### src/rtl/mie_pkg.sv
// Package for the instruction execute block: opcodes, field layout, widths and reset values.
// Assumes a 14-bit instruction word and an 8-bit data path with a 13-bit program counter.
package mie_pkg;

  // ----------------------------------------------------------------
  // Widths
  // ----------------------------------------------------------------
  localparam int INSTR_W = 14;
  localparam int DATA_W = 8;
  localparam int PC_W = 13;
  localparam int FADDR_W = 7;

  // ----------------------------------------------------------------
  // Register map of the bus slave (byte addresses)
  // ----------------------------------------------------------------
  localparam logic [7:0] ADDR_INSTR = 8'h00;
  localparam logic [7:0] ADDR_FILE_IN = 8'h04;
  localparam logic [7:0] ADDR_ACC = 8'h08;
  localparam logic [7:0] ADDR_PC = 8'h0C;
  localparam logic [7:0] ADDR_LATCH = 8'h10;
  localparam logic [7:0] ADDR_STATUS = 8'h14;
  localparam logic [7:0] ADDR_FILE_OUT = 8'h18;
  localparam logic [7:0] ADDR_STACK = 8'h1C;
  localparam logic [7:0] ADDR_WDOG = 8'h20;

  // ----------------------------------------------------------------
  // Field positions
  // ----------------------------------------------------------------
  localparam int DEST_BIT = 7;
  localparam int LATCH_LO = 3;
  localparam int LATCH_HI = 4;
  localparam int ST_Z = 0;
  localparam int ST_POWERDOWN = 1;
  localparam int ST_TIMEOUT = 2;
  localparam int ST_BUSY = 3;
  localparam int FO_VALID = 8;
  localparam int FO_ADDR_LO = 9;

  // ----------------------------------------------------------------
  // Opcode patterns
  // ----------------------------------------------------------------
  localparam logic [5:0] OP6_CLEAR = 6'h01;
  localparam logic [5:0] OP6_DEC = 6'h03;
  localparam logic [5:0] OP6_IOR = 6'h04;
  localparam logic [5:0] OP6_MOVE = 6'h08;
  localparam logic [5:0] OP6_COM = 6'h09;
  localparam logic [5:0] OP6_INC = 6'h0A;
  localparam logic [5:0] OP6_DECSKIP = 6'h0B;
  localparam logic [5:0] OP6_INCSKIP = 6'h0F;
  localparam logic [5:0] OP6_ORLIT = 6'h38;
  localparam logic [3:0] OP4_LOADLIT = 4'hC;
  localparam logic [2:0] OP3_CALL = 3'h4;
  localparam logic [2:0] OP3_BRANCH = 3'h5;
  localparam logic [13:0] OP_WDOG_CLEAR = 14'h0064;

  // ----------------------------------------------------------------
  // Constants and reset values
  // ----------------------------------------------------------------
  localparam logic [7:0] ZERO_BYTE = 8'h00;
  localparam logic [7:0] ONE_BYTE = 8'h01;
  localparam logic [12:0] PC_RESET = 13'h0000;
  localparam logic [7:0] WDOG_RESET = 8'h00;
  localparam logic [31:0] WORD_ZERO = 32'h00000000;

  typedef enum logic [1:0] {
    MIE_ST_EXEC = 2'b01,
    MIE_ST_NOP = 2'b10
  } mie_state_type;

endpackage

### src/rtl/mie_exec.sv
// Execute stage for a subset of 14-bit instructions, reached over AHB-Lite.
// Assumes a single-master bus with one slave, word transfers only, and software
// standing in for fetch, file register and watchdog by writing and reading words.
//
// Functional notes
// - Move-file copies the file register to the destination and updates the zero flag.
// - Decrement-file subtracts one, writes the destination, updates zero, in one cycle.
// - Increment-file adds one with 0xFF wrapping to 0x00, writes it and updates zero.
// - The skip forms write the result and, when it is zero, run a no-operation second cycle.
// - Call pushes the program counter plus one as the new top of stack.
// - Call loads its 11-bit literal into program counter bits 10 down to 0.
// - Call fills program counter bits 12 and 11 from latch bits 4 and 3.
// - Call takes two cycles and leaves every status flag unchanged.
// - Branch loads its 11-bit literal into the counter, takes two cycles, no stack or flags.
// - Watchdog-clear zeroes the watchdog counter and its prescaler in one cycle.
// - Watchdog-clear sets both the timeout flag and the powerdown flag to one.
// - Or-literal ORs the accumulator with the literal into the accumulator and updates zero.
`timescale 1ns/1ps

module mie_exec (
  input wire logic hclk,
  input wire logic hresetn,
  input wire logic hsel,
  input wire logic [31:0] haddr,
  input wire logic [1:0] htrans,
  input wire logic hwrite,
  input wire logic [2:0] hsize,
  input wire logic [31:0] hwdata,
  input wire logic hready,
  output logic [31:0] hrdata,
  output logic hreadyout,
  output logic hresp,
  output logic [mie_pkg::PC_W-1:0] pc_out,
  output logic [mie_pkg::PC_W-1:0] stack_push_data,
  output logic stack_push,
  output logic watchdog_clear,
  output logic prescaler_clear
);
  import mie_pkg::*;

  // ----------------------------------------------------------------
  // State
  // ----------------------------------------------------------------
  typedef struct packed {
    logic [31:0] rdata;
    logic ph_valid;
    logic ph_write;
    logic [7:0] ph_addr;
    mie_state_type state;
    logic [DATA_W-1:0] acc;
    logic [DATA_W-1:0] file_in;
    logic [DATA_W-1:0] file_out;
    logic [FADDR_W-1:0] file_addr;
    logic file_valid;
    logic [PC_W-1:0] pc;
    logic [DATA_W-1:0] latch;
    logic zero_flag;
    logic powerdown_flag;
    logic timeout_flag;
    logic [PC_W-1:0] stack_top_entry;
    logic push;
    logic [DATA_W-1:0] watchdog_counter;
    logic wd_clr;
    logic ps_clr;
  } mie_regs_type;

  mie_regs_type s_r;
  mie_regs_type s_nxt;

  // ----------------------------------------------------------------
  // Combinational next state
  // ----------------------------------------------------------------
  always_comb begin
    logic [INSTR_W-1:0] ins;
    logic [DATA_W-1:0] res;
    logic has_res;
    logic upd_zero;
    logic skip_op;
    logic [PC_W-1:0] target;
    ins = hwdata[INSTR_W-1:0];
    res = ZERO_BYTE;
    has_res = 1'b0;
    upd_zero = 1'b1;
    skip_op = 1'b0;
    target = {s_r.latch[LATCH_HI:LATCH_LO], ins[10:0]};
    s_nxt = s_r;
    s_nxt.push = 1'b0;
    s_nxt.wd_clr = 1'b0;
    s_nxt.ps_clr = 1'b0;
    // The second cycle of a two-cycle instruction executes nothing.
    if (s_r.state == MIE_ST_NOP) begin
      s_nxt.state = MIE_ST_EXEC;
    end
    if (s_r.ph_valid && s_r.ph_write) begin
      case (s_r.ph_addr)
        ADDR_INSTR: begin
          // An instruction written during the filler cycle is dropped, as fetch would discard it.
          if (s_r.state == MIE_ST_EXEC) begin
            s_nxt.pc = s_r.pc + PC_W'(ONE_BYTE);
            s_nxt.file_valid = 1'b0;
            case (ins[13:8])
              OP6_CLEAR: begin
                res = ZERO_BYTE;
                has_res = 1'b1;
              end
              OP6_DEC: begin
                res = s_r.file_in - ONE_BYTE;
                has_res = 1'b1;
              end
              OP6_INC: begin
                res = s_r.file_in + ONE_BYTE;
                has_res = 1'b1;
              end
              OP6_DECSKIP: begin
                res = s_r.file_in - ONE_BYTE;
                has_res = 1'b1;
                upd_zero = 1'b0;
                skip_op = 1'b1;
              end
              OP6_INCSKIP: begin
                res = s_r.file_in + ONE_BYTE;
                has_res = 1'b1;
                upd_zero = 1'b0;
                skip_op = 1'b1;
              end
              OP6_MOVE: begin
                res = s_r.file_in;
                has_res = 1'b1;
              end
              OP6_COM: begin
                res = ~s_r.file_in;
                has_res = 1'b1;
              end
              OP6_IOR: begin
                res = s_r.file_in | s_r.acc;
                has_res = 1'b1;
              end
              OP6_ORLIT: begin
                s_nxt.acc = s_r.acc | ins[7:0];
                s_nxt.zero_flag = ((s_r.acc | ins[7:0]) == ZERO_BYTE);
              end
              default: begin
                if (ins == OP_WDOG_CLEAR) begin
                  s_nxt.watchdog_counter = WDOG_RESET;
                  s_nxt.wd_clr = 1'b1;
                  s_nxt.ps_clr = 1'b1;
                  s_nxt.timeout_flag = 1'b1;
                  s_nxt.powerdown_flag = 1'b1;
                end else if (ins[13:10] == OP4_LOADLIT) begin
                  s_nxt.acc = ins[7:0];
                end else if (ins[13:11] == OP3_CALL) begin
                  s_nxt.stack_top_entry = s_r.pc + PC_W'(ONE_BYTE);
                  s_nxt.push = 1'b1;
                  s_nxt.pc = target;
                  s_nxt.state = MIE_ST_NOP;
                end else if (ins[13:11] == OP3_BRANCH) begin
                  s_nxt.pc = target;
                  s_nxt.state = MIE_ST_NOP;
                end
              end
            endcase
            if (has_res) begin
              // Clear-file has d=1, clear-accumulator d=0, so one path serves both.
              if (ins[DEST_BIT]) begin
                s_nxt.file_out = res;
                s_nxt.file_addr = ins[FADDR_W-1:0];
                s_nxt.file_valid = 1'b1;
              end else begin
                s_nxt.acc = res;
              end
              if (upd_zero) begin
                s_nxt.zero_flag = (res == ZERO_BYTE);
              end
              if (skip_op && res == ZERO_BYTE) begin
                s_nxt.state = MIE_ST_NOP;
              end
            end
          end
        end
        ADDR_FILE_IN: s_nxt.file_in = hwdata[DATA_W-1:0];
        ADDR_ACC: s_nxt.acc = hwdata[DATA_W-1:0];
        ADDR_PC: s_nxt.pc = hwdata[PC_W-1:0];
        ADDR_LATCH: s_nxt.latch = hwdata[DATA_W-1:0];
        ADDR_STATUS: begin
          s_nxt.zero_flag = hwdata[ST_Z];
          s_nxt.powerdown_flag = hwdata[ST_POWERDOWN];
          s_nxt.timeout_flag = hwdata[ST_TIMEOUT];
        end
        ADDR_WDOG: s_nxt.watchdog_counter = hwdata[DATA_W-1:0];
        default: begin
        end
      endcase
    end
    s_nxt.rdata = WORD_ZERO;
    if (hsel && htrans[1] && hready) begin
      s_nxt.ph_valid = 1'b1;
      s_nxt.ph_write = hwrite;
      s_nxt.ph_addr = haddr[7:0];
      if (!hwrite) begin
        // Reading the next state lets a read right behind a write see the written value.
        case (haddr[7:0])
          ADDR_FILE_IN: s_nxt.rdata = {24'h000000, s_nxt.file_in};
          ADDR_ACC: s_nxt.rdata = {24'h000000, s_nxt.acc};
          ADDR_PC: s_nxt.rdata = {19'h00000, s_nxt.pc};
          ADDR_LATCH: s_nxt.rdata = {24'h000000, s_nxt.latch};
          ADDR_STATUS: s_nxt.rdata = {28'h0000000, s_nxt.state == MIE_ST_NOP,
            s_nxt.timeout_flag, s_nxt.powerdown_flag, s_nxt.zero_flag};
          ADDR_FILE_OUT: s_nxt.rdata = {16'h0000, s_nxt.file_addr, s_nxt.file_valid,
            s_nxt.file_out};
          ADDR_STACK: s_nxt.rdata = {19'h00000, s_nxt.stack_top_entry};
          ADDR_WDOG: s_nxt.rdata = {24'h000000, s_nxt.watchdog_counter};
          default: s_nxt.rdata = WORD_ZERO;
        endcase
      end
    end else if (hready) begin
      s_nxt.ph_valid = 1'b0;
    end
  end

  // ----------------------------------------------------------------
  // Registers
  // ----------------------------------------------------------------
  always_ff @(posedge hclk or negedge hresetn) begin
    if (!hresetn) begin
      s_r <= '0;
      s_r.state <= MIE_ST_EXEC;
      s_r.pc <= PC_RESET;
      s_r.timeout_flag <= 1'b1;
      s_r.powerdown_flag <= 1'b1;
    end else begin
      s_r <= s_nxt;
    end
  end

  // ----------------------------------------------------------------
  // Outputs
  // ----------------------------------------------------------------
  // Read data is registered at the address phase, so the slave never waits.
  assign hrdata = s_r.rdata;
  assign hreadyout = 1'b1;
  assign hresp = 1'b0;
  assign pc_out = s_r.pc;
  assign stack_push_data = s_r.stack_top_entry;
  assign stack_push = s_r.push;
  assign watchdog_clear = s_r.wd_clr;
  assign prescaler_clear = s_r.ps_clr;

endmodule

### config.mk
export PLATFORM = sky130hd
export DESIGN_NAME = mie_exec
export DESIGN_NICKNAME = d
export VERILOG_FILES = /design/src/rtl/mie_pkg.sv /design/src/rtl/mie_exec.sv
export SDC_FILE = /design/constraint.sdc
export NUM_CORES = 1
export LEC_CHECK = 0
export ABC_CLOCK_PERIOD_IN_PS = 7400
export BUFFER_PORTS_ARGS = -buffer_cell sky130_fd_sc_hd__buf_2
export CAP_MARGIN = 20
export CORE_ASPECT_RATIO = 0.9
export CORE_MARGIN = 4
export CORE_UTILIZATION = 25
export DETAILED_ROUTE_END_ITERATION = 8
export GPL_TIMING_DRIVEN = 0
export PLACE_DENSITY = 0.46
export SKIP_CTS_REPAIR_TIMING = 1
export SLEW_MARGIN = 0
export SYNTH_ARGS = -nofsm -noshare
export SYNTH_HDL_FRONTEND = slang
export SYNTH_SLANG_ARGS = --single-unit
### constraint.sdc
create_clock -name hclk -period 7.4 [get_ports hclk]
set_clock_uncertainty 0.1 [all_clocks]
set_input_delay 1.48 -clock hclk [delete_from_list [all_inputs] [get_ports hclk]]
set_output_delay 1.48 -clock hclk [all_outputs]
set_load 0.01 [all_outputs]
== Word-level counts from Yosys, hierarchy flattened ==
Index checks and enable logic that the tools add are counted.
Word-level totals
  output and inout port bits: 63
  logic and storage cells: 131
  bits of input ports: 74
  register bits: 124
Cells by class
  bitwise logic cells: 3
  add/sub/neg operators: 3
  multiplexer cells: 62
  equality and inequality tests: 30
  reduce and logical (&&, ||, !) cells: 13
Operator list (count)
  one-hot mux 16 bit (8 select lines): 1
  2-to-1 mux 82 bit: 1
  2-to-1 mux 13 bit: 5
  2-to-1 mux 32 bit: 2
  2-to-1 mux 14 bit: 4
  2-to-1 mux 8 bit: 7
  == test 8 x 5 -> 1 bit, second input constant: 6
  2-to-1 mux 16 bit: 3
  one-hot mux 8 bit (2 select lines): 3
  2-to-1 mux 10 bit: 4
  one-hot mux 8 bit (5 select lines): 1
  == test 8 x 4 -> 1 bit, second input constant: 4
  == test 6 x 4 -> 1 bit, second input constant: 5
  2-to-1 mux 29 bit: 1
  2-to-1 mux 27 bit: 1
  2-to-1 mux 26 bit: 1
  one-hot mux 13 bit (2 select lines): 1
  logical NOT 8 bit: 3
  2-to-1 mux 2 bit: 9
  2-to-1 mux 1 bit: 17
  == test 8 x 3 -> 1 bit, second input constant: 2
  == test 8 x 6 -> 1 bit, second input constant: 2
  bitwise OR 8 bit: 2
  == test 14 x 7 -> 1 bit, second input constant: 1
  other kinds (18): 25

== Depth between registers and ports, before layout ==
Gate-level depths: netlist (run 1).
  depth in word-level cells: 17
  mapped depth: 15
  gate-level depth less buffers: 14

== Worst setup path before layout (run 1) ==
Ideal clock, no wire load.
  path kind: in2reg
  start: input port hwdata[13]
  end: register s_r (netlist bit hrdata[4])
  setup time: 0.132 ns
  arrival time: 3.898 ns
  data required time: 7.168 ns
  stages: 14
  slack: 3.270 ns
  buffers on the path: 1
  path through: buf_2 > and4bb_2 > nand2_1 > xor2_1 > ha_1 > or4_1 > mux2i_1 > nor2_1 > o22ai_1 > o221ai_1 > o21ai_0 > o21ai_0 > a221oi_1 > nor2_1
RTL lines
  from (decl): line mie_exec.sv:28  | input wire logic [31:0] hwdata,
  to (signal assigned): line mie_exec.sv:231  | s_r <= s_nxt;
  to (decl): line mie_exec.sv:67  | mie_regs_type s_r;

==> flow_metrics.py, run 1 <==
metrics = {
    "synthesis": {
        "synth_edf_count": 0,
        "async_flop_share": 1.00,
        "ys_warn_count": 0,
        "ys.flop_type": "dfrtp_1",
        "syn_inst": 710,
        "synth-seq-cells": 107,
        "synth.distinct_cells": 73,
        "synth-seq-area-share": 0.412,
        "avgSynthCellArea_um2": 9.17,
        "netlist_area_mm2": 0.00651,
    },
    "setup_path": {
        "critPathCaptureType": "flop",
        "slowest_stage": "o22ai_1",
        "crit_fanout": 10,
        "r2r_setup_slack_ps": 3860,
        "cp.required_ps": 7550,
        "crit_type": "primary input to flop",
        "arrival_ps": 4870,
        "critPathBufInv": 2,
        "critPathLaunchType": "primary input",
        "cp_cell_sequence": "buf_2 -> buf_2 -> and4bb_2 -> nand2_1 -> xor2_1 -> ha_1 -> or4_1 -> mux2i_1 -> nor2_1 -> o22ai_1 -> and2_1 -> a31oi_1 -> o21ai_1 -> nand2_1 -> a21oi_1",
        "crit_family": "simple AND/OR/NAND/NOR gates",
        "cpPeakStageDelay_ps": 510,
    },
    "cells_and_area": {
        "final_core_util": 0.301,
        "n_antenna_cell": 0,
        "area_growth_pct": 17.3,
        "drive_gt1_frac": 0.251,
        "stdcell_area_mm2": 0.00764,
        "fin_nets": 879,
    },
    "clock_tree": {
        "clkTransAtPathRegs_ps": 70,
        "clock_sinks": 107,
        "clk_latency_ps": 360,
        "h-tree-depth": 3,
        "cts_tree": "done",
        "numCtsBuffers": 9,
        "clockRootBuffer": "clkbuf_16",
        "cts_buffer_depth": 2,
    },
    "pwr": {
        "total_leakage_power_nw": 3.36,
        "ir_worst_vdd_uv": 102,
        "powerDensity_mw_per_mm2": 191,
    },
    "placed_design": {
        "gp_congestion": 0.879,
        "place_ws_ps": 2350,
        "dp_hpwl_mm": 17.6,
        "placed_area_mm2": 0.00736,
        "port_buffers": 64,
    },
    "global_routing": {
        "antenna_found_initial": 0,
        "grt_pass1_vias": 5418,
        "grt_usage": 0.159,
        "gr-total-overflow": 0,
        "grt_pass1_wl_mm": 34.9,
        "grt_max_degree": 85,
    },
    "die": {
        "start_util": 0.256,
        "boundaryPins": 137,
        "die_w_um": 178,
        "std_cell_rows": 55,
        "dieHeight_um": 161,
        "dieArea_mm2": 0.0287,
        "core_area_mm2": 0.0254,
    },
    "drt": {
        "drt-initial-drc-count": 548,
        "dr.pass1.iters": 6,
        "wirelength_mm": 23.5,
        "routed_via_density": 5.08,
        "detail-route-antenna-nets": 0,
        "num_vias": 5846,
        "drc": 0,
        "route.detailed.wl_per_inst_um": 20.4,
    },
    "timing": {
        "rsz0062_at_grt": "no",
        "min_period_ps": 4730,
        "fmax_mhz": 212,
        "tightest_slew_ps": 1180,
        "setup_slack_ps": 2670,
        "period_share": 0.639,
        "final-setup-viol-count": 0,
        "fin_setup_tns_ps": 0,
        "slew_headroom": 0.211,
        "maxSlewViolCount": 0,
        "finalHoldViolCount": 0,
    },
    "worst_hold_path": {
        "holdCritPathClass": "flop to flop",
    },
    "run_status": {
        "status": "finished, final reports clean",
    },
    "run": {
        "maxCapViolations": 0,
    },
}
## final timing paths
check                                            to                 from  cells after the start
worst max-delay path            hrdata[0]$_DFF_PN0_            hwdata[9]                     15
worst min-delay path              s_r[48]$_DFF_PN0_    s_r[48]$_DFF_PN0_                      2
worst max register to register  hrdata[1]$_DFF_PN0_  s_r[89]$_DFFE_PN0P_                     11
worst min register to register    s_r[48]$_DFF_PN0_    s_r[48]$_DFF_PN0_                      2
max in group asynchronous         s_r[80]$_DFF_PN1_              hresetn                      2
min in group asynchronous       s_r[86]$_DFFE_PN0P_              hresetn                      1
## routing by layer
metal / up-vias / part of all wire / track usage
met2: 230 / 0.44 / 0.236
met3: 16 / 0.075 / 0.0255
met4: 0 / 0.0089 / 0.0260
met5: - / 0 / 0
met1: 2888 / 0.48 / 0.247
li1: 2712 / - / -
## Yosys cell counts, types with 4 or more instances
cell type / number / share of area
a211o_1: 5 / 0.0067
a21oi_1: 22 / 0.017
a221o_1: 6 / 0.0092
a221oi_1: 11 / 0.015
a222oi_1: 5 / 0.0077
a22o_1: 10 / 0.013
a22oi_1: 32 / 0.037
a31oi_1: 8 / 0.0077
a32o_1: 4 / 0.0061
and2_1: 5 / 0.0048
and3_1: 11 / 0.011
buf_2: 7 / 0.0054
buf_4: 62 / 0.071
clkbuf_1: 33 / 0.019
dfrtp_1: 104 / 0.40
inv_1: 9 / 0.0052
mux2_2: 30 / 0.052
mux2i_1: 6 / 0.0092
nand2_1: 79 / 0.046
nand3_1: 18 / 0.014
nand4_1: 6 / 0.0058
nor2_1: 56 / 0.032
nor2b_1: 9 / 0.0086
nor3_1: 10 / 0.0077
nor4_1: 8 / 0.0077
o211ai_1: 4 / 0.0046
o21ai_0: 51 / 0.039
o21ai_1: 7 / 0.0054
or2_2: 4 / 0.0038
xnor2_1: 11 / 0.015
xor2_1: 5 / 0.0067
## stage by stage
step	hold WS [ps]	cells	total power, mW
after global routing	403	1150	1.53
after global placement	363	1132	1.00
after CTS	385	1149	1.47
after floorplan	341	726	0.887
after detailed placement	361	1133	1.01
final	391	1150	1.46
## cells in the final DEF (no fill, tap or decap), types with 4 or more instances in the layout
master | synthesis | final
dfrtp_1 | 104 | 104
nand2_1 | 79 | 79
buf_2 | 7 | 70
buf_4 | 62 | 62
nor2_1 | 56 | 56
o21ai_0 | 51 | 51
clkbuf_1 | 33 | 35
a22oi_1 | 32 | 32
mux2_2 | 30 | 30
a21oi_1 | 22 | 22
nand3_1 | 18 | 18
conb_1 | 2 | 18
and3_1 | 11 | 11
xnor2_1 | 11 | 11
a221oi_1 | 11 | 11
nor3_1 | 10 | 10
a22o_1 | 10 | 10
inv_1 | 9 | 9
nor2b_1 | 9 | 9
clkbuf_16 | 0 | 9
a31oi_1 | 8 | 8
nor4_1 | 8 | 7
o21ai_1 | 7 | 7
mux2i_1 | 6 | 6
a221o_1 | 6 | 6
nand4_1 | 6 | 6
xor2_1 | 5 | 5
a211o_1 | 5 | 5
and2_1 | 5 | 5
a222oi_1 | 5 | 5
or2_2 | 4 | 4
o211ai_1 | 4 | 4
a32o_1 | 4 | 4
## cell families (layout without fill, tap and decap cells)
group | Yosys count | in the layout | synth area share
simple gates | 234 | 234 | 0.183
compound gates | 198 | 198 | 0.213
buf+inv | 115 | 197 | 0.105
flops | 107 | 107 | 0.412
mux | 36 | 36 | 0.0611
xor+xnor | 16 | 16 | 0.0215
fa+ha+maj | 2 | 2 | 0.00384
other cells | 2 | 18 | 0.00115
## sequential cells by signal (all words and copies together) (netlist names)
register / flops
prescaler_clear: 1
pc_out: 13
s_r: 63
hrdata: 16
stack_push: 1
stack_push_data: 13
## cell type report
type | count | area [um^2]
fill | 2716 | 17800
multi-input combinational | 504 | 3220
sequential | 107 | 2680
buffer | 106 | 648
tap | 342 | 428
timing repair buffer | 66 | 359
clock buffer | 12 | 246
inverter | 9 | 33.8
clock inverter | 4 | 26.3
## power by group
group	total, mW	switching, mW	internal, mW
Combinational	0.299	0.169	0.131
Sequential	0.702	0.0690	0.633
Clock	0.461	0.223	0.238
Total	1.46	0.461	1.00
## worst register-to-register path, cell delays in order (launching register included)
cell	delay, ps
dfrtp_1	440
nor2_1	160
and3_1	170
clkbuf_1	240
and2_1	310
and3_1	190
nand3_1	440
clkbuf_1	510
nand2_1	160
o21ai_0	140
a221oi_1	450
nor2_1	80
No activity file was read; power rests on OpenSTA's default activity.
==> run 2: changes to the inputs <==
--- a/config.mk
+++ b/config.mk
@@ -5,7 +5,7 @@
 export SDC_FILE = /design/constraint.sdc
 export NUM_CORES = 1
 export LEC_CHECK = 0
-export ABC_CLOCK_PERIOD_IN_PS = 7400
+export ABC_CLOCK_PERIOD_IN_PS = 4100
 export BUFFER_PORTS_ARGS = -buffer_cell sky130_fd_sc_hd__buf_2
 export CAP_MARGIN = 20
 export CORE_ASPECT_RATIO = 0.9
@@ -13,7 +13,7 @@
 export CORE_UTILIZATION = 25
 export DETAILED_ROUTE_END_ITERATION = 8
 export GPL_TIMING_DRIVEN = 0
-export PLACE_DENSITY = 0.46
+export PLACE_DENSITY = 0.47
 export SKIP_CTS_REPAIR_TIMING = 1
 export SLEW_MARGIN = 0
 export SYNTH_ARGS = -nofsm -noshare
==> constraint.sdc (replaced) <==
create_clock -name hclk -period 4.1 [get_ports hclk]
set_clock_uncertainty 0.1 [all_clocks]
set_input_delay 0.82 -clock hclk [delete_from_list [all_inputs] [get_ports hclk]]
set_output_delay 0.82 -clock hclk [all_outputs]
set_load 0.01 [all_outputs]
==> run 2 against run 1 <==
Combinational power grew 80%; first-iteration DRC count grew 11%; worst setup slack got worse by 2400 ps; sequential power increased by 81%; hold slack worse by 160 ps; clock power up 100%; non-clock buffer count up 1; cell area is 0.66% higher; routed wire length is 1.6% lower; total power rose by 86%; utilization is 0.20 points higher.
==> flow_metrics.py, run 2 (synthesis gave the netlist of run 1 again) <==
metrics = {
    "run_status": {
        "status": "finished, final reports clean",
    },
    "clock_tree": {
        "cts_buffer_depth": 2,
        "numCtsBuffers": 9,
        "h-tree-depth": 3,
        "clockRootBuffer": "clkbuf_16",
        "clkTransAtPathRegs_ps": 70,
        "clk_latency_ps": 360,
        "cts_tree": "done",
        "clock_sinks": 107,
    },
    "pwr": {
        "powerDensity_mw_per_mm2": 354,
        "ir_worst_vdd_uv": 153,
        "p_seq_frac": 0.465,
        "clkPwrFrac": 0.338,
        "intPower_mw": 1.90,
        "swShare": 0.302,
        "power_frac_comb": 0.197,
        "p_sw_mw": 0.823,
        "total_leakage_power_nw": 3.39,
    },
    "timing": {
        "final-setup-viol-count": 0,
        "fmax_mhz": 261,
        "period_share": 0.934,
        "finalHoldViolCount": 0,
        "fin_setup_tns_ps": 0,
        "min_period_ps": 3830,
        "tightest_slew_ps": 1130,
        "rsz0062_at_grt": "no",
        "slew_headroom": 0.248,
        "maxSlewViolCount": 0,
    },
    "drt": {
        "wirelength_mm": 23.1,
        "routed_via_density": 5.09,
        "detail-route-antenna-nets": 0,
        "drt-initial-drc-count": 608,
        "route.detailed.wl_per_inst_um": 20.1,
        "dr.pass1.iters": 5,
        "drc": 0,
        "num_vias": 5848,
    },
    "run": {
        "maxCapViolations": 0,
    },
    "cells_and_area": {
        "area_growth_pct": 18.1,
        "fin_nets": 880,
        "final_cell_mix": "104 x dfrtp_1, 79 x nand2_1, 71 x buf_2",
        "stdcell_count": 1150,
        "layout_commonest_cell": "dfrtp_1",
        "n_antenna_cell": 0,
        "largest_reg_flops": 63,
        "drive_gt1_frac": 0.254,
        "nFillCells": 2704,
        "top_register": "s_r",
    },
    "global_routing": {
        "grt_usage": 0.159,
        "antenna_found_initial": 1,
        "grt_pass1_vias": 5656,
        "grt_pass1_wl_mm": 35.0,
        "gr-total-overflow": 0,
        "grt_max_degree": 82,
    },
    "placed_design": {
        "dp_hpwl_mm": 17.4,
        "port_buffers": 64,
        "gp_congestion": 0.888,
        "dp_cells": 1135,
    },
    "die": {
        "std_cell_rows": 55,
        "die_w_um": 178,
        "dieHeight_um": 161,
        "start_util": 0.256,
        "core_area_mm2": 0.0254,
        "dieArea_mm2": 0.0287,
        "boundaryPins": 137,
    },
    "setup_path": {
        "cp.required_ps": 4210,
        "crit_fanout": 10,
        "arrival_ps": 3940,
        "critPathLaunchType": "primary input",
        "critPathCaptureType": "flop",
        "crit_type": "primary input to flop",
    },
    "worst_hold_path": {
        "holdCritPathClass": "primary input to asynchronous set/reset pin",
    },
}
-- run 2: final cells by class --
| type | instances | area (um^2) | share of cell area |
|---|---|---|---|
| Buffer | 106 | 648 | 0.0843 |
| Clock buffer | 12 | 267 | 0.0347 |
| Clock inverter | 3 | 46.3 | 0.00602 |
| Inverter | 9 | 33.8 | 0.00439 |
| Multi-Input combinational cell | 504 | 3220 | 0.418 |
| Sequential cell | 107 | 2680 | 0.349 |
| Tap cell | 342 | 428 | 0.0557 |
| Timing Repair Buffer | 67 | 369 | 0.0480 |
-- run 2: routing by layer --
metal,wire (um),share of wire,vias to the layer above,global-route usage
li1,-,-,2712,-
met1,10800,0.47,2848,0.237
met2,10100,0.44,263,0.238
met3,1820,0.079,23,0.0323
met4,353,0.015,2,0.0355
met5,7,0.00030,-,0
-- run 2: power groups by stage --
stage	combinational, mW	clock (mW)	sequential [mW]
after global placement	0.527	0	1.28
after global routing	0.590	0.993	1.28
final	0.538	0.920	1.27
after CTS	0.536	0.949	1.26
after detailed placement	0.534	0	1.28
after floorplan	0.367	0	1.23
-- run 2: critical path, cell delays in order --
cell and delay, ps:
buf_2 90, buf_2 250, and4bb_2 280, nand2_1 150
xor2_1 180, ha_1 260, or4_1 480, mux2i_1 250
a221o_1 200, o22ai_2 120, and2_1 200, a31oi_1 370
nand3b_1 160, a21oi_1 120
-- run 2: worst paths after layout --
kind,slack (ps),from,to,depth (start not counted)
max,270,hwdata[9],hrdata[3]$_DFF_PN0_,14
min,230,hresetn,hrdata[14]$_DFF_PN0_,1
max reg2reg,540,s_r[80]$_DFF_PN1_,hrdata[5]$_DFF_PN0_,10
min reg2reg,390,s_r[48]$_DFF_PN0_,s_r[48]$_DFF_PN0_,2
max in group asynchronous,2970,hresetn,pc_out[5]$_DFF_PN0_,2
min in group hclk,390,s_r[48]$_DFF_PN0_,s_r[48]$_DFF_PN0_,2
-- run 2: per-stage QoR --
stage,util,power (mW),area [um^2],hold WS (ps),setup WS [ps]
2_1_floorplan,-,1.60,6570,341,630
3_3_place_gp,0.288,1.81,7320,369,-191
3_5_place_dp,0.290,1.82,7370,365,-182
4_1_cts,0.303,2.75,7680,227,179
5_1_grt,0.303,2.86,7690,236,111
6_report,0.303,2.72,7690,227,271
==> run 3: changes to the inputs <==
--- a/config.mk
+++ b/config.mk
@@ -14,6 +14,7 @@
 export DETAILED_ROUTE_END_ITERATION = 8
 export GPL_TIMING_DRIVEN = 0
 export PLACE_DENSITY = 0.47
+export RECOVER_POWER = 100
 export SKIP_CTS_REPAIR_TIMING = 1
 export SLEW_MARGIN = 0
 export SYNTH_ARGS = -nofsm -noshare
==> run 3 against run 2 <==
The flow now finishes with violations (capacitance limit, slew limit); combinational power decreased by 2%; total power decreased by 0.50%; via count increased by 1.1%; sequential share of layout area increased by 0.45 points; cell area decreased by 1.3%; sequential power about the same; count of clock-buffer cells in the layout unchanged; global-route usage unchanged; utilization decreased by 0.39 points; largest power group unchanged; highest routed layer unchanged.
==> flow_metrics.py, run 3 (synthesis gave the netlist of run 1 again) <==
metrics = {
    "run_status": {
        "status": "finished with violations",
        "violations": "capacitance limit, slew limit",
    },
    "global_routing": {
        "grt_pass1_wl_mm": 35.0,
        "grt_pass1_vias": 5656,
        "grt_usage": 0.159,
        "antenna_found_initial": 1,
        "grt_max_degree": 82,
        "gr-total-overflow": 0,
    },
    "setup_path": {
        "startpoint": "hwdata[1]",
        "crit_cells": 10,
        "rr_endpoint": "hrdata[6]$_DFF_PN0_",
        "r2r_setup_slack_ps": 270,
        "slowest_stage": "nor4_1",
        "cp_cell_sequence": "clkbuf_1 -> nor4_1 -> nand2_1 -> nor4_1 -> o21ai_2 -> a22o_1 -> a221o_1 -> a21o_1 -> a221oi_2 -> a21oi_1",
        "critPathCaptureType": "flop",
        "rr_startpoint": "s_r[89]$_DFFE_PN0P_",
        "cpPeakStageDelay_ps": 960,
        "critPathBufInv": 1,
        "crit_top_cell": "nor4_1",
        "cp.required_ps": 4200,
        "crit_type": "primary input to flop",
        "crit_fanout": 10,
        "arrival_ps": 4110,
        "critPathCapture": "hrdata[7]$_DFF_PN0_",
        "critPathLaunchType": "primary input",
        "crit_family": "compound AO/OA/AOI/OAI gates",
        "reg2regPathDepth": 13,
    },
    "placed_design": {
        "placed_area_mm2": 0.00737,
        "dp_hpwl_mm": 17.4,
        "gp_congestion": 0.888,
        "port_buffers": 64,
        "place_ws_ps": -182,
    },
    "timing": {
        "final-setup-viol-count": 0,
        "period_share": 0.978,
        "tightest_slew_ps": 1620,
        "maxSlewViolCount": 27,
        "slew_headroom": -0.0816,
        "min_period_ps": 4010,
        "fmax_mhz": 249,
        "setup_slack_ps": 91.0,
        "finalHoldViolCount": 0,
        "hold_ws_ps": 388,
        "rsz0062_at_grt": "no",
    },
    "run": {
        "maxCapViolations": 1,
    },
    "cells_and_area": {
        "n_antenna_cell": 0,
        "stdcell_area_mm2": 0.00759,
        "final_cell_mix": "104 x dfrtp_1, 79 x nand2_1, 70 x clkbuf_1",
        "fin_nets": 880,
        "layout_commonest_cell": "dfrtp_1",
        "top_register": "s_r",
        "final_core_util": 0.299,
        "largest_reg_flops": 63,
        "area_growth_pct": 16.5,
        "drive_gt1_frac": 0.183,
    },
    "pwr": {
        "intPower_mw": 1.89,
        "swShare": 0.302,
        "clkPwrFrac": 0.339,
        "p_seq_frac": 0.467,
        "ir_worst_vdd_uv": 155,
        "total_leakage_power_nw": 3.22,
        "p_sw_mw": 0.819,
        "power_frac_comb": 0.194,
        "powerDensity_mw_per_mm2": 357,
    },
    "drt": {
        "routed_via_density": 5.14,
        "detail-route-antenna-nets": 0,
        "dr.pass1.iters": 6,
        "num_vias": 5912,
        "drt-initial-drc-count": 572,
        "wirelength_mm": 23.1,
        "route.detailed.wl_per_inst_um": 20.1,
        "drc": 0,
    },
    "clock_tree": {
        "cts_tree": "done",
        "h-tree-depth": 3,
        "cts_buffer_depth": 2,
        "numCtsBuffers": 9,
        "clockRootBuffer": "clkbuf_16",
        "clock_sinks": 107,
        "clkTransAtPathRegs_ps": 70,
        "clk_latency_ps": 360,
    },
    "die": {
        "core_area_mm2": 0.0254,
        "std_cell_rows": 55,
        "die_w_um": 178,
        "boundaryPins": 137,
        "start_util": 0.256,
        "dieHeight_um": 161,
        "dieArea_mm2": 0.0287,
    },
    "worst_hold_path": {
        "holdCritPathClass": "flop to flop",
    },
}
run 3: worst min path at each step:
| stage | from | slack, ps | depth (start not counted) | to |
|---|---|---|---|---|
| final | s_r[48]$_DFF_PN0_ | 390 | 2 | s_r[48]$_DFF_PN0_ |
| after floorplan | s_r[48]$_DFF_PN0_ | 340 | 2 | s_r[48]$_DFF_PN0_ |
| after CTS | hresetn | 230 | 1 | hrdata[14]$_DFF_PN0_ |
| after global placement | s_r[48]$_DFF_PN0_ | 370 | 2 | s_r[48]$_DFF_PN0_ |
| after global routing | s_r[54]$_DFF_PN0_ | 420 | 1 | s_r[54]$_DFF_PN0_ |
| after detailed placement | s_r[48]$_DFF_PN0_ | 360 | 2 | s_r[48]$_DFF_PN0_ |
run 3: final cells by class:
type                       instances  area [um^2]
fill                            2728        17800
multi-input combinational        504         3170
sequential                       107         2680
buffer                           106          644
tap                              342          428
timing repair buffer              67          320
clock buffer                      12          267
clock inverter                     3         46.3
inverter                           9         33.8
run 3: tightest hold or removal path, cell delays in order, from the launching register on:
cell,delay (ps)
dfrtp_1,320
nand2_1,40
nand2_1,80
run 3: layer usage:
| layer | routed length [um] | share of wire | global-route usage | up-vias |
|---|---|---|---|---|
| li1 | - | - | - | 2711 |
| met1 | 10800 | 0.47 | 0.237 | 2911 |
| met2 | 10100 | 0.44 | 0.238 | 263 |
| met3 | 1850 | 0.080 | 0.0323 | 25 |
| met4 | 332 | 0.014 | 0.0355 | 2 |
| met5 | 7 | 0.00030 | 0 | - |
run 3: power groups by stage:
| stage | Sequential, mW | Combinational, mW | Clock, mW |
|---|---|---|---|
| floorplan | 1.23 | 0.367 | 0 |
| global placement | 1.28 | 0.527 | 0 |
| detailed placement | 1.28 | 0.534 | 0 |
| CTS | 1.26 | 0.536 | 0.949 |
| global route | 1.28 | 0.576 | 0.993 |
| finish | 1.27 | 0.526 | 0.919 |
run 3: per-stage QoR:
step	power (mW)	std cells	setup TNS, ps
floorplan	1.60	726	0
global placement	1.81	1132	-467
detailed placement	1.82	1135	-442
CTS	2.75	1150	0
global route	2.85	1150	0
finish	2.71	1150	0
